==> src/rtl/csil_params.svh <==
// Register map, field positions, reset values and timing for the lamp block
`ifndef CSIL_PARAMS_SVH
`define CSIL_PARAMS_SVH

`define CSIL_CTRL_OFS 8'h00
`define CSIL_THR_ELOW_OFS 8'h04
`define CSIL_THR_LOW_OFS 8'h08
`define CSIL_THR_HIGH_OFS 8'h0C
`define CSIL_THR_EHIGH_OFS 8'h10
`define CSIL_STATUS_OFS 8'h14
`define CSIL_IRQ_STAT_OFS 8'h18
`define CSIL_IRQ_MASK_OFS 8'h1C

`define CSIL_CTRL_HOLD_BIT 0
`define CSIL_CTRL_RST 32'h00000000
`define CSIL_THR_ELOW_RST 32'h00000200
`define CSIL_THR_LOW_RST 32'h00000300
`define CSIL_THR_HIGH_RST 32'h00000C00
`define CSIL_THR_EHIGH_RST 32'h00000D00

`define CSIL_IRQ_W 6
`define CSIL_EV_NEW_ALARM 0
`define CSIL_EV_CUT_ON 1
`define CSIL_EV_CUT_OFF 2
`define CSIL_EV_SUP_A 3
`define CSIL_EV_SUP_B 4
`define CSIL_EV_SYNC_LOST 5

`define CSIL_CLK_PERIOD_NS 25
`define CSIL_BLINK_HALF_NS 250000000

`endif

==> src/rtl/csil_pkg.sv <==
// Types shared by the lamp block modules
package csil_pkg;
  typedef enum logic [1:0] {
    CSIL_OFF,
    CSIL_GREEN,
    CSIL_AMBER,
    CSIL_RED
  } csil_colour_t;

  typedef enum logic {
    CSIL_CUT_IDLE,
    CSIL_CUT_ACTIVE
  } csil_cut_state_t;
endpackage

==> src/rtl/csil_supply_if.sv <==
// Supply level, its four thresholds and the resulting lamp colour
`timescale 1ns/100ps
interface csil_supply_if
  import csil_pkg::*;
#(
  parameter int W = 12
);
  logic [W-1:0] level;
  logic [W-1:0] elow;
  logic [W-1:0] low;
  logic [W-1:0] high;
  logic [W-1:0] ehigh;
  csil_colour_t colour;

  modport cls (input level, input elow, input low, input high, input ehigh,
    output colour);
  modport top (output level, output elow, output low, output high,
    output ehigh, input colour);
endinterface

==> src/rtl/csil_supply_class.sv <==
// Classifies one supply level into a green, amber or red lamp colour
`timescale 1ns/100ps
module csil_supply_class
  import csil_pkg::*;
(
  input wire logic mclk_in,
  input wire logic nrst_in,
  csil_supply_if.cls sup
);
  csil_colour_t colour_q;
  csil_colour_t colour_d;

  always_comb
  begin
    // Red beyond either extreme
    if (sup.level > sup.ehigh || sup.level < sup.elow)
      colour_d = CSIL_RED;
    // Amber in either outer band
    else if (sup.level > sup.high || sup.level < sup.low)
      colour_d = CSIL_AMBER;
    // Green inside the normal band, edges included
    else
      colour_d = CSIL_GREEN;
  end

  always_ff @(posedge mclk_in or negedge nrst_in)
  begin
    if (!nrst_in)
      colour_q <= CSIL_OFF;
    else
      colour_q <= colour_d;
  end

  assign sup.colour = colour_q;
endmodule

==> src/rtl/csil_top.sv <==
// Front-panel lamp controller with APB registers and interrupt
//
// Notes on behaviour
// - Fault lamp stays steadily lit while the card is held in reset.
// - Fault lamp flashes while booting or writing a database.
// - Role lamp green when active, amber when standby.
// - Card lamps blink while the active card writes either database.
// - Severe lamp red while any critical local alarm exists.
// - Serious lamp red while any major local alarm exists.
// - Low-tier lamp amber while any minor local alarm exists.
// - Far-node lamp red while any remote terminal reports an alarm.
// - Timing lamp green only while locked to an external reference.
// - Cutoff button lights cutoff lamp and opens audible closure; here a press does so only while some alarm is present.
// - A new alarm during cutoff ends the cutoff.
// - Cutoff lamp and audible control reset once originating alarm clears.
// - Supply A lamp green between low and high thresholds.
// - Supply A lamp amber in either outer threshold band.
// - Supply A lamp red beyond either extreme threshold.
// - Supply B lamp classified the same way from supply B.
//
// The implementer's own choices: the APB slave port and the placing of the registers.
`timescale 1ns/100ps
`include "csil_params.svh"
module csil_top
  import csil_pkg::*;
#(
  parameter int SUPPLY_W = 12,
  parameter int unsigned BLINK_HALF_CYCLES =
    `CSIL_BLINK_HALF_NS / `CSIL_CLK_PERIOD_NS
)
(
  input wire logic mclk_in,
  input wire logic nrst_in,
  input wire logic psel_in,
  input wire logic penable_in,
  input wire logic pwrite_in,
  input wire logic [7:0] paddr_in,
  input wire logic [31:0] pwdata_in,
  output logic [31:0] prdata_out,
  output logic pready_out,
  output logic pslverr_out,
  input wire logic booting_in,
  input wire logic db_write_in,
  input wire logic peer_db_write_in,
  input wire logic active_role_in,
  input wire logic severe_alarm_in,
  input wire logic serious_alarm_in,
  input wire logic minor_alarm_in,
  input wire logic far_node_alarm_in,
  input wire logic timing_locked_in,
  input wire logic alarm_cutoff_button_in,
  input wire logic [SUPPLY_W-1:0] supply_a_level_in,
  input wire logic [SUPPLY_W-1:0] supply_b_level_in,
  output logic fault_led_out,
  output logic [1:0] role_led_out,
  output logic severe_alarm_led_out,
  output logic serious_alarm_led_out,
  output logic minor_alarm_led_out,
  output logic far_node_alarm_led_out,
  output logic timing_led_out,
  output logic alarm_cutoff_led_out,
  output logic audible_alarm_out,
  output logic [1:0] supply_a_led_out,
  output logic [1:0] supply_b_led_out,
  output logic irq_out
);
  localparam int unsigned BLINK_LAST =
    (BLINK_HALF_CYCLES > 1) ? BLINK_HALF_CYCLES - 1 : 0;

  // Lamp drive as {red, green}; amber lights both dies
  function automatic logic [1:0] colour_bits(input csil_colour_t c);
    logic [1:0] b;
    b = 2'h0;
    unique case (c)
      CSIL_OFF: b = 2'h0;
      CSIL_GREEN: b = 2'h1;
      CSIL_AMBER: b = 2'h3;
      CSIL_RED: b = 2'h2;
    endcase
    return b;
  endfunction

  logic [31:0] ctrl_q;
  logic [SUPPLY_W-1:0] thr_elow_q;
  logic [SUPPLY_W-1:0] thr_low_q;
  logic [SUPPLY_W-1:0] thr_high_q;
  logic [SUPPLY_W-1:0] thr_ehigh_q;
  logic [`CSIL_IRQ_W-1:0] irq_stat_q;
  logic [`CSIL_IRQ_W-1:0] irq_mask_q;
  logic [`CSIL_IRQ_W-1:0] irq_ev;
  logic [31:0] blink_cnt_q;
  logic blink_phase_q;
  logic [3:0] alarm_vec;
  logic [3:0] alarm_prev_q;
  logic [3:0] alarm_snap_q;
  logic button_prev_q;
  logic timing_prev_q;
  logic press;
  logic new_alarm;
  logic snap_clear;
  logic writing;
  logic hold;
  csil_cut_state_t cut_state_q;
  csil_colour_t role_d;
  csil_colour_t sup_colour [2];
  csil_colour_t sup_prev_q [2];
  logic [SUPPLY_W-1:0] sup_level [2];
  logic apb_wr;
  logic apb_setup;
  logic addr_hit;
  logic [31:0] rdata_d;

  assign hold = ctrl_q[`CSIL_CTRL_HOLD_BIT];
  assign writing = db_write_in | peer_db_write_in;
  assign alarm_vec = {far_node_alarm_in, minor_alarm_in, serious_alarm_in,
    severe_alarm_in};
  assign press = alarm_cutoff_button_in & ~button_prev_q;
  assign new_alarm = |(alarm_vec & ~alarm_prev_q);
  assign snap_clear = ~|(alarm_vec & alarm_snap_q);

  always_ff @(posedge mclk_in or negedge nrst_in)
  begin
    if (!nrst_in)
    begin
      blink_cnt_q <= 32'h00000000;
      blink_phase_q <= 1'b0;
    end
    else if (blink_cnt_q >= BLINK_LAST)
    begin
      blink_cnt_q <= 32'h00000000;
      blink_phase_q <= ~blink_phase_q;
    end
    else
      blink_cnt_q <= blink_cnt_q + 32'h00000001;
  end

  // Edge history for button, alarms and timing lock
  always_ff @(posedge mclk_in or negedge nrst_in)
  begin
    if (!nrst_in)
    begin
      button_prev_q <= 1'b0;
      alarm_prev_q <= 4'h0;
      timing_prev_q <= 1'b0;
    end
    else
    begin
      button_prev_q <= alarm_cutoff_button_in;
      alarm_prev_q <= alarm_vec;
      timing_prev_q <= timing_locked_in;
    end
  end

  // Cutoff only engages with something to silence; snapshot remembers it
  always_ff @(posedge mclk_in or negedge nrst_in)
  begin
    if (!nrst_in)
    begin
      cut_state_q <= CSIL_CUT_IDLE;
      alarm_snap_q <= 4'h0;
    end
    else
    begin
      unique case (cut_state_q)
        CSIL_CUT_IDLE:
        begin
          if (press && |alarm_vec)
          begin
            cut_state_q <= CSIL_CUT_ACTIVE;
            alarm_snap_q <= alarm_vec;
          end
        end
        CSIL_CUT_ACTIVE:
        begin
          if (new_alarm)
            cut_state_q <= CSIL_CUT_IDLE;
          else if (snap_clear)
            cut_state_q <= CSIL_CUT_IDLE;
        end
      endcase
    end
  end

  // lamp and closure follow the cutoff state
  assign alarm_cutoff_led_out = (cut_state_q == CSIL_CUT_ACTIVE);
  assign audible_alarm_out = |alarm_prev_q &&
    (cut_state_q == CSIL_CUT_IDLE);

  always_comb
  begin
    role_d = active_role_in ? CSIL_GREEN : CSIL_AMBER;
    if (active_role_in && writing && !blink_phase_q)
      role_d = CSIL_OFF;
  end

  // Card and network lamps
  always_ff @(posedge mclk_in or negedge nrst_in)
  begin
    if (!nrst_in)
    begin
      fault_led_out <= 1'b1;
      role_led_out <= 2'h0;
      severe_alarm_led_out <= 1'b0;
      serious_alarm_led_out <= 1'b0;
      minor_alarm_led_out <= 1'b0;
      far_node_alarm_led_out <= 1'b0;
      timing_led_out <= 1'b0;
    end
    else
    begin
      if (hold)
        fault_led_out <= 1'b1;
      else if (booting_in || writing)
        fault_led_out <= blink_phase_q;
      else
        fault_led_out <= 1'b0;
      role_led_out <= colour_bits(role_d);
      severe_alarm_led_out <= severe_alarm_in;
      serious_alarm_led_out <= serious_alarm_in;
      minor_alarm_led_out <= minor_alarm_in;
      far_node_alarm_led_out <= far_node_alarm_in;
      timing_led_out <= timing_locked_in;
    end
  end

  assign sup_level[0] = supply_a_level_in;
  assign sup_level[1] = supply_b_level_in;

  for (genvar g = 0; g < 2; g++)
  begin : g_sup
    csil_supply_if #(.W(SUPPLY_W)) sif ();
    assign sif.level = sup_level[g];
    assign sif.elow = thr_elow_q;
    assign sif.low = thr_low_q;
    assign sif.high = thr_high_q;
    assign sif.ehigh = thr_ehigh_q;
    assign sup_colour[g] = sif.colour;
    csil_supply_class u_class (
      .mclk_in(mclk_in),
      .nrst_in(nrst_in),
      .sup(sif.cls)
    );
  end

  assign supply_a_led_out = colour_bits(sup_colour[0]);
  assign supply_b_led_out = colour_bits(sup_colour[1]);

  always_ff @(posedge mclk_in or negedge nrst_in)
  begin
    if (!nrst_in)
    begin
      sup_prev_q[0] <= CSIL_OFF;
      sup_prev_q[1] <= CSIL_OFF;
    end
    else
    begin
      sup_prev_q[0] <= sup_colour[0];
      sup_prev_q[1] <= sup_colour[1];
    end
  end

  always_comb
  begin
    irq_ev = '0;
    irq_ev[`CSIL_EV_NEW_ALARM] = new_alarm;
    irq_ev[`CSIL_EV_CUT_ON] = (cut_state_q == CSIL_CUT_IDLE) && press &&
      |alarm_vec;
    irq_ev[`CSIL_EV_CUT_OFF] = (cut_state_q == CSIL_CUT_ACTIVE) &&
      (new_alarm || snap_clear);
    irq_ev[`CSIL_EV_SUP_A] = sup_colour[0] != sup_prev_q[0];
    irq_ev[`CSIL_EV_SUP_B] = sup_colour[1] != sup_prev_q[1];
    irq_ev[`CSIL_EV_SYNC_LOST] = timing_prev_q & ~timing_locked_in;
  end

  // APB: zero wait states, error on unmapped offsets
  assign apb_wr = psel_in & penable_in & pwrite_in;
  assign apb_setup = psel_in & ~penable_in;
  assign pready_out = 1'b1;
  assign pslverr_out = psel_in & penable_in & ~addr_hit;

  always_comb
  begin
    addr_hit = 1'b1;
    rdata_d = 32'h00000000;
    unique case (paddr_in)
      `CSIL_CTRL_OFS: rdata_d = ctrl_q;
      `CSIL_THR_ELOW_OFS: rdata_d[SUPPLY_W-1:0] = thr_elow_q;
      `CSIL_THR_LOW_OFS: rdata_d[SUPPLY_W-1:0] = thr_low_q;
      `CSIL_THR_HIGH_OFS: rdata_d[SUPPLY_W-1:0] = thr_high_q;
      `CSIL_THR_EHIGH_OFS: rdata_d[SUPPLY_W-1:0] = thr_ehigh_q;
      `CSIL_STATUS_OFS: rdata_d[9:0] = {alarm_snap_q, blink_phase_q,
        alarm_cutoff_led_out, sup_colour[1], sup_colour[0]};
      `CSIL_IRQ_STAT_OFS: rdata_d[`CSIL_IRQ_W-1:0] = irq_stat_q;
      `CSIL_IRQ_MASK_OFS: rdata_d[`CSIL_IRQ_W-1:0] = irq_mask_q;
      default: addr_hit = 1'b0;
    endcase
  end

  // Read data captured in setup so it is stable for the access phase
  always_ff @(posedge mclk_in or negedge nrst_in)
  begin
    if (!nrst_in)
      prdata_out <= 32'h00000000;
    else if (apb_setup && !pwrite_in)
      prdata_out <= rdata_d;
  end

  always_ff @(posedge mclk_in or negedge nrst_in)
  begin
    if (!nrst_in)
    begin
      ctrl_q <= `CSIL_CTRL_RST;
      thr_elow_q <= SUPPLY_W'(`CSIL_THR_ELOW_RST);
      thr_low_q <= SUPPLY_W'(`CSIL_THR_LOW_RST);
      thr_high_q <= SUPPLY_W'(`CSIL_THR_HIGH_RST);
      thr_ehigh_q <= SUPPLY_W'(`CSIL_THR_EHIGH_RST);
      irq_mask_q <= '0;
    end
    else if (apb_wr)
    begin
      if (paddr_in == `CSIL_CTRL_OFS)
        ctrl_q <= {31'h00000000, pwdata_in[`CSIL_CTRL_HOLD_BIT]};
      if (paddr_in == `CSIL_THR_ELOW_OFS)
        thr_elow_q <= pwdata_in[SUPPLY_W-1:0];
      if (paddr_in == `CSIL_THR_LOW_OFS)
        thr_low_q <= pwdata_in[SUPPLY_W-1:0];
      if (paddr_in == `CSIL_THR_HIGH_OFS)
        thr_high_q <= pwdata_in[SUPPLY_W-1:0];
      if (paddr_in == `CSIL_THR_EHIGH_OFS)
        thr_ehigh_q <= pwdata_in[SUPPLY_W-1:0];
      if (paddr_in == `CSIL_IRQ_MASK_OFS)
        irq_mask_q <= pwdata_in[`CSIL_IRQ_W-1:0];
    end
  end

  // Sticky status; a fresh event beats a simultaneous clear
  always_ff @(posedge mclk_in or negedge nrst_in)
  begin
    if (!nrst_in)
      irq_stat_q <= '0;
    else if (apb_wr && paddr_in == `CSIL_IRQ_STAT_OFS)
      irq_stat_q <= (irq_stat_q & ~pwdata_in[`CSIL_IRQ_W-1:0]) | irq_ev;
    else
      irq_stat_q <= irq_stat_q | irq_ev;
  end

  assign irq_out = |(irq_stat_q & irq_mask_q);
endmodule

==> config.mk <==
export PLATFORM = sky130hd
export DESIGN_NAME = csil_top
export DESIGN_NICKNAME = d
export VERILOG_FILES = /design/src/rtl/csil_pkg.sv /design/src/rtl/csil_supply_if.sv /design/src/rtl/csil_supply_class.sv /design/src/rtl/csil_top.sv
export VERILOG_INCLUDE_DIRS = /design/src /design/src/rtl
export SDC_FILE = /design/constraint.sdc
export NUM_CORES = 1
export LEC_CHECK = 0
export BUFFER_PORTS_ARGS = -buffer_cell sky130_fd_sc_hd__buf_2
export CAP_MARGIN = 40
export CORE_MARGIN = 3
export CORE_UTILIZATION = 25
export DETAILED_ROUTE_END_ITERATION = 8
export PLACE_DENSITY = 0.52
export SLEW_MARGIN = 40
export SYNTH_ARGS = -nofsm -noshare
export SYNTH_HDL_FRONTEND = slang
export SYNTH_SLANG_ARGS = --single-unit
==> constraint.sdc <==
create_clock -name mclk_in -period 5.2 [get_ports mclk_in]
set_input_delay 1.3 -clock mclk_in [delete_from_list [all_inputs] [get_ports mclk_in]]
set_output_delay 1.3 -clock mclk_in [all_outputs]
set_load 0.02 [all_outputs]
==> flow_metrics.env <==
export IMPL_start_util_pct=25.7
export IMPL_post_cts_buffers=0
export IMPL_finalInstanceArea_sq_um=9440
export IMPL_tritoncts="yes"
export IMPL_synth_area_per_cell_sq_um=10.3
export IMPL_crit_end="pslverr_out"
export IMPL_antenna_cells=0
export IMPL_gp_congestion=0.860
export IMPL_postLayoutSetupSlackWorst_ns=1.24
export IMPL_h_tree_depth=4
export IMPL_ys_warn_count=0
export IMPL_syn_to_final_growth_pct=18.0
export IMPL_crit_path_top_delay_cell="or4_4"
export IMPL_antenna_found_initial=2
export IMPL_ios=128
export IMPL_die_x_microns=185
export IMPL_p_int_mw=1.86
export IMPL_fmax_mhz=253
export IMPL_finClkSkew_ns=0.0115
export IMPL_path_cells="buf_2, or4_4, nor2_1, nor2_1, buf_2"
export IMPL_critPathBufInv=2
export IMPL_share_clk_of_total_power_pct=46.1
export IMPL_grt_usage_pct=13.6
export IMPL_vias=6076
export IMPL_first_global_vias=6323
export IMPL_overflow=0
export IMPL_drt_pass1_iterations=5
export IMPL_fp_dieArea_sq_um=34200
export IMPL_setup_tns_ns=0
export IMPL_cp_slowest_stage_delay_ns=0.64
export IMPL_async_flop_share_pct=100
export IMPL_port_buffers=86
export IMPL_wire_per_inst_microns=17.7
export IMPL_crit_fanout=7
export IMPL_place_ws_ns=1.25
export IMPL_final_cell_mix="dfrtp_1, ha_1, buf_2"
export IMPL_layout_area_seq_sq_um=3210
export IMPL_critPathRequiredTime_ns=3.90
export IMPL_core_area_sq_um=31100
export IMPL_cts_resized=0
export IMPL_relSlewSlack_pct=50.5
export IMPL_viasPerCell=4.74
export IMPL_syn_inst=776
export IMPL_placed_area_sq_um=8850
export IMPL_power_mw=2.58
export IMPL_endpoint_kind="output port"
export IMPL_r2r_end="blink_phase_q"
export IMPL_ys_dominant_reg_cell="dfrtp_1"
export IMPL_netlist_area_sq_um=8000
export IMPL_nNetsFinal=1052
export IMPL_drv_cap=0
export IMPL_clock_sinks=128
export IMPL_clock_path_buffers=2
export IMPL_worstMarginPinSlew_ns=0.737
export IMPL_status="completed"
export IMPL_hold_viol_final=0
export IMPL_p_switching_mw=0.713
export IMPL_combPwrFrac_pct=12.3
export IMPL_cts_clk_slew_worst_paths_ns=0.06
export IMPL_power_density_nw_per_um2=273
export IMPL_synth_area_top_cells="dfrtp_1, ha_1, mux2_2"
export IMPL_rsz0062_at_grt="no"
export IMPL_multi_input_area_sq_um=4420
export IMPL_grt_max_degree=99
export IMPL_fin_util_pct=30.4
export IMPL_ff2ff_setup_slack_ns=2.92
export IMPL_ant_nets=0
export IMPL_crit_path_start_kind="input port"
export IMPL_routed_wl_microns=22700
export IMPL_path_depth=5
export IMPL_synth_top_area_share_pct=37.2
export IMPL_finalMaxSlewViolations=0
export IMPL_rows=64
export IMPL_cts_inserted_buffers=17
export IMPL_drc=0
export IMPL_grt_pass1_wl_microns=35700
export IMPL_setup_viol=0
export IMPL_fp_dieH_microns=185
export IMPL_root_buffer="clkbuf_16"
export IMPL_final_common_cell="dfrtp_1"
export IMPL_ir_drop_v=0.000182
export IMPL_rr_worst_depth=7
export IMPL_startpoint="paddr_in[1]"
export IMPL_synth_edf_count=0
export IMPL_cp_arrival_ns=2.66
export IMPL_drive_above_1_share_pct=22.1
export IMPL_synth_cell_types=61
export IMPL_ys_ff_latch=128
export IMPL_leakagePower_nw=4.21
export IMPL_ctsHoldBuffers=0
export IMPL_yosysSeqAreaShare_pct=40.2
export IMPL_nFillCells=3246
export IMPL_seq_power_share_pct=41.5
export IMPL_clk_latency_ns=0.42
export IMPL_cp_top_family="simple AND/OR/NAND/NOR gates"
export IMPL_drt_iter0_drc=361
export IMPL_worstReg2RegStart="blink_cnt_q[0]"
export IMPL_synth_area_leader_cell="dfrtp_1"
export IMPL_dp_hpwl_microns=17600
export IMPL_post_route_period_util_pct=76.1
export IMPL_swShare_pct=27.7
export IMPL_min_path_type="reg2reg"
export IMPL_setup_worst_path_class="in2out"
export IMPL_fin_crit_ns=3.96
-- area by class of cell --
cell class,instances,share of cell area (%)
clock buffers,17,4.51
clock inverters,15,1.71
inverters,63,2.51
multi-input cells,572,46.8
flip-flops and latches,128,34.1
well taps,396,5.25
repair buffers,92,5.14
-- power by group through the flow --
stage	clock network (mW)	logic, mW	registers (mW)
2_1_floorplan	0	0.177	1.10
3_3_place_gp	0	0.312	1.09
3_5_place_dp	0	0.320	1.09
4_1_cts	1.21	0.322	1.07
5_1_grt	1.26	0.360	1.07
6_report	1.19	0.318	1.07
-- Yosys cell counts, types with 2 or more instances --
cell	count
a211o_1	2
a211oi_1	6
a21o_1	11
a21oi_1	37
a221oi_1	3
a222oi_1	8
a22o_1	7
a22oi_1	13
a31oi_1	5
and2_1	2
and3_1	5
and4_1	3
buf_2	6
buf_4	22
buf_6	3
clkbuf_1	9
conb_1	2
dfrtp_1	119
dfstp_2	9
ha_1	99
inv_1	63
mux2_2	35
mux2_4	10
mux2i_1	2
mux4_2	4
nand2_1	57
nand2b_1	2
nand3_1	16
nand4_1	26
nor2_1	53
nor2b_1	9
nor3_1	11
nor3b_1	2
nor4_1	4
nor4_2	3
nor4b_4	2
o211ai_1	12
o21a_1	8
o21ai_0	33
o22ai_1	3
o31a_1	3
o41ai_1	3
xnor2_1	14
xor2_1	13
-- registers in the layout, indices dropped and copies added, names as in the netlist --
name,count
irq_stat_q,6
button_prev_q,1
blink_phase_q,1
role_led_out,2
blink_cnt_q,32
irq_mask_q,6
prdata_out,12
g_sup.sif.high,12
alarm_prev_q,4
g_sup.sif.elow,12
fault_led_out,1
g_sup.sif.low,12
ctrl_q,1
sup_prev_q,4
alarm_snap_q,4
g_sup.sif.ehigh,12
timing_led_out,1
alarm_cutoff_led_out,1
g_sup.u_class.sup.colour,4
-- worst min-delay path by stage --
| stage | cells after the start | startpoint | endpoint |
|---|---|---|---|
| finish | 1 | blink_cnt_q[0] | blink_cnt_q[0] |
| global route | 1 | blink_cnt_q[0] | blink_cnt_q[0] |
| CTS | 1 | blink_cnt_q[0] | blink_cnt_q[0] |
| detailed placement | 1 | blink_cnt_q[0] | blink_cnt_q[0] |
| global placement | 1 | blink_cnt_q[0] | blink_cnt_q[0] |
| floorplan | 1 | blink_cnt_q[0] | blink_cnt_q[0] |
-- through the flow --
step                std cells  hold WS (ns)
floorplan                 803         0.424
global route             1283         0.474
detailed placement       1251         0.458
global placement         1251         0.445
CTS                      1283         0.466
finish                   1283         0.458
-- metal layers --
metal	wire, microns	global-route usage, %	up-vias
li1	-	-	2964
met1	10100	17.3	2970
met2	11400	23.8	115
met3	908	2.73	23
met4	293	2.94	4
met5	27	0	-
-- cell families after synthesis --
| logic type | synth area share, % |
|---|---|
| xor gates and xnor gates | 2.96 |
| muxes | 8.18 |
| buffers and inverters | 6.24 |
| other | 0.0939 |
| and+or+nand+nor | 13.0 |
| DFF | 40.2 |
| adders and majority gates | 15.5 |
| AOI/OAI and AO/OA | 13.8 |
Note: power is estimated with default switching activity, not from simulation.
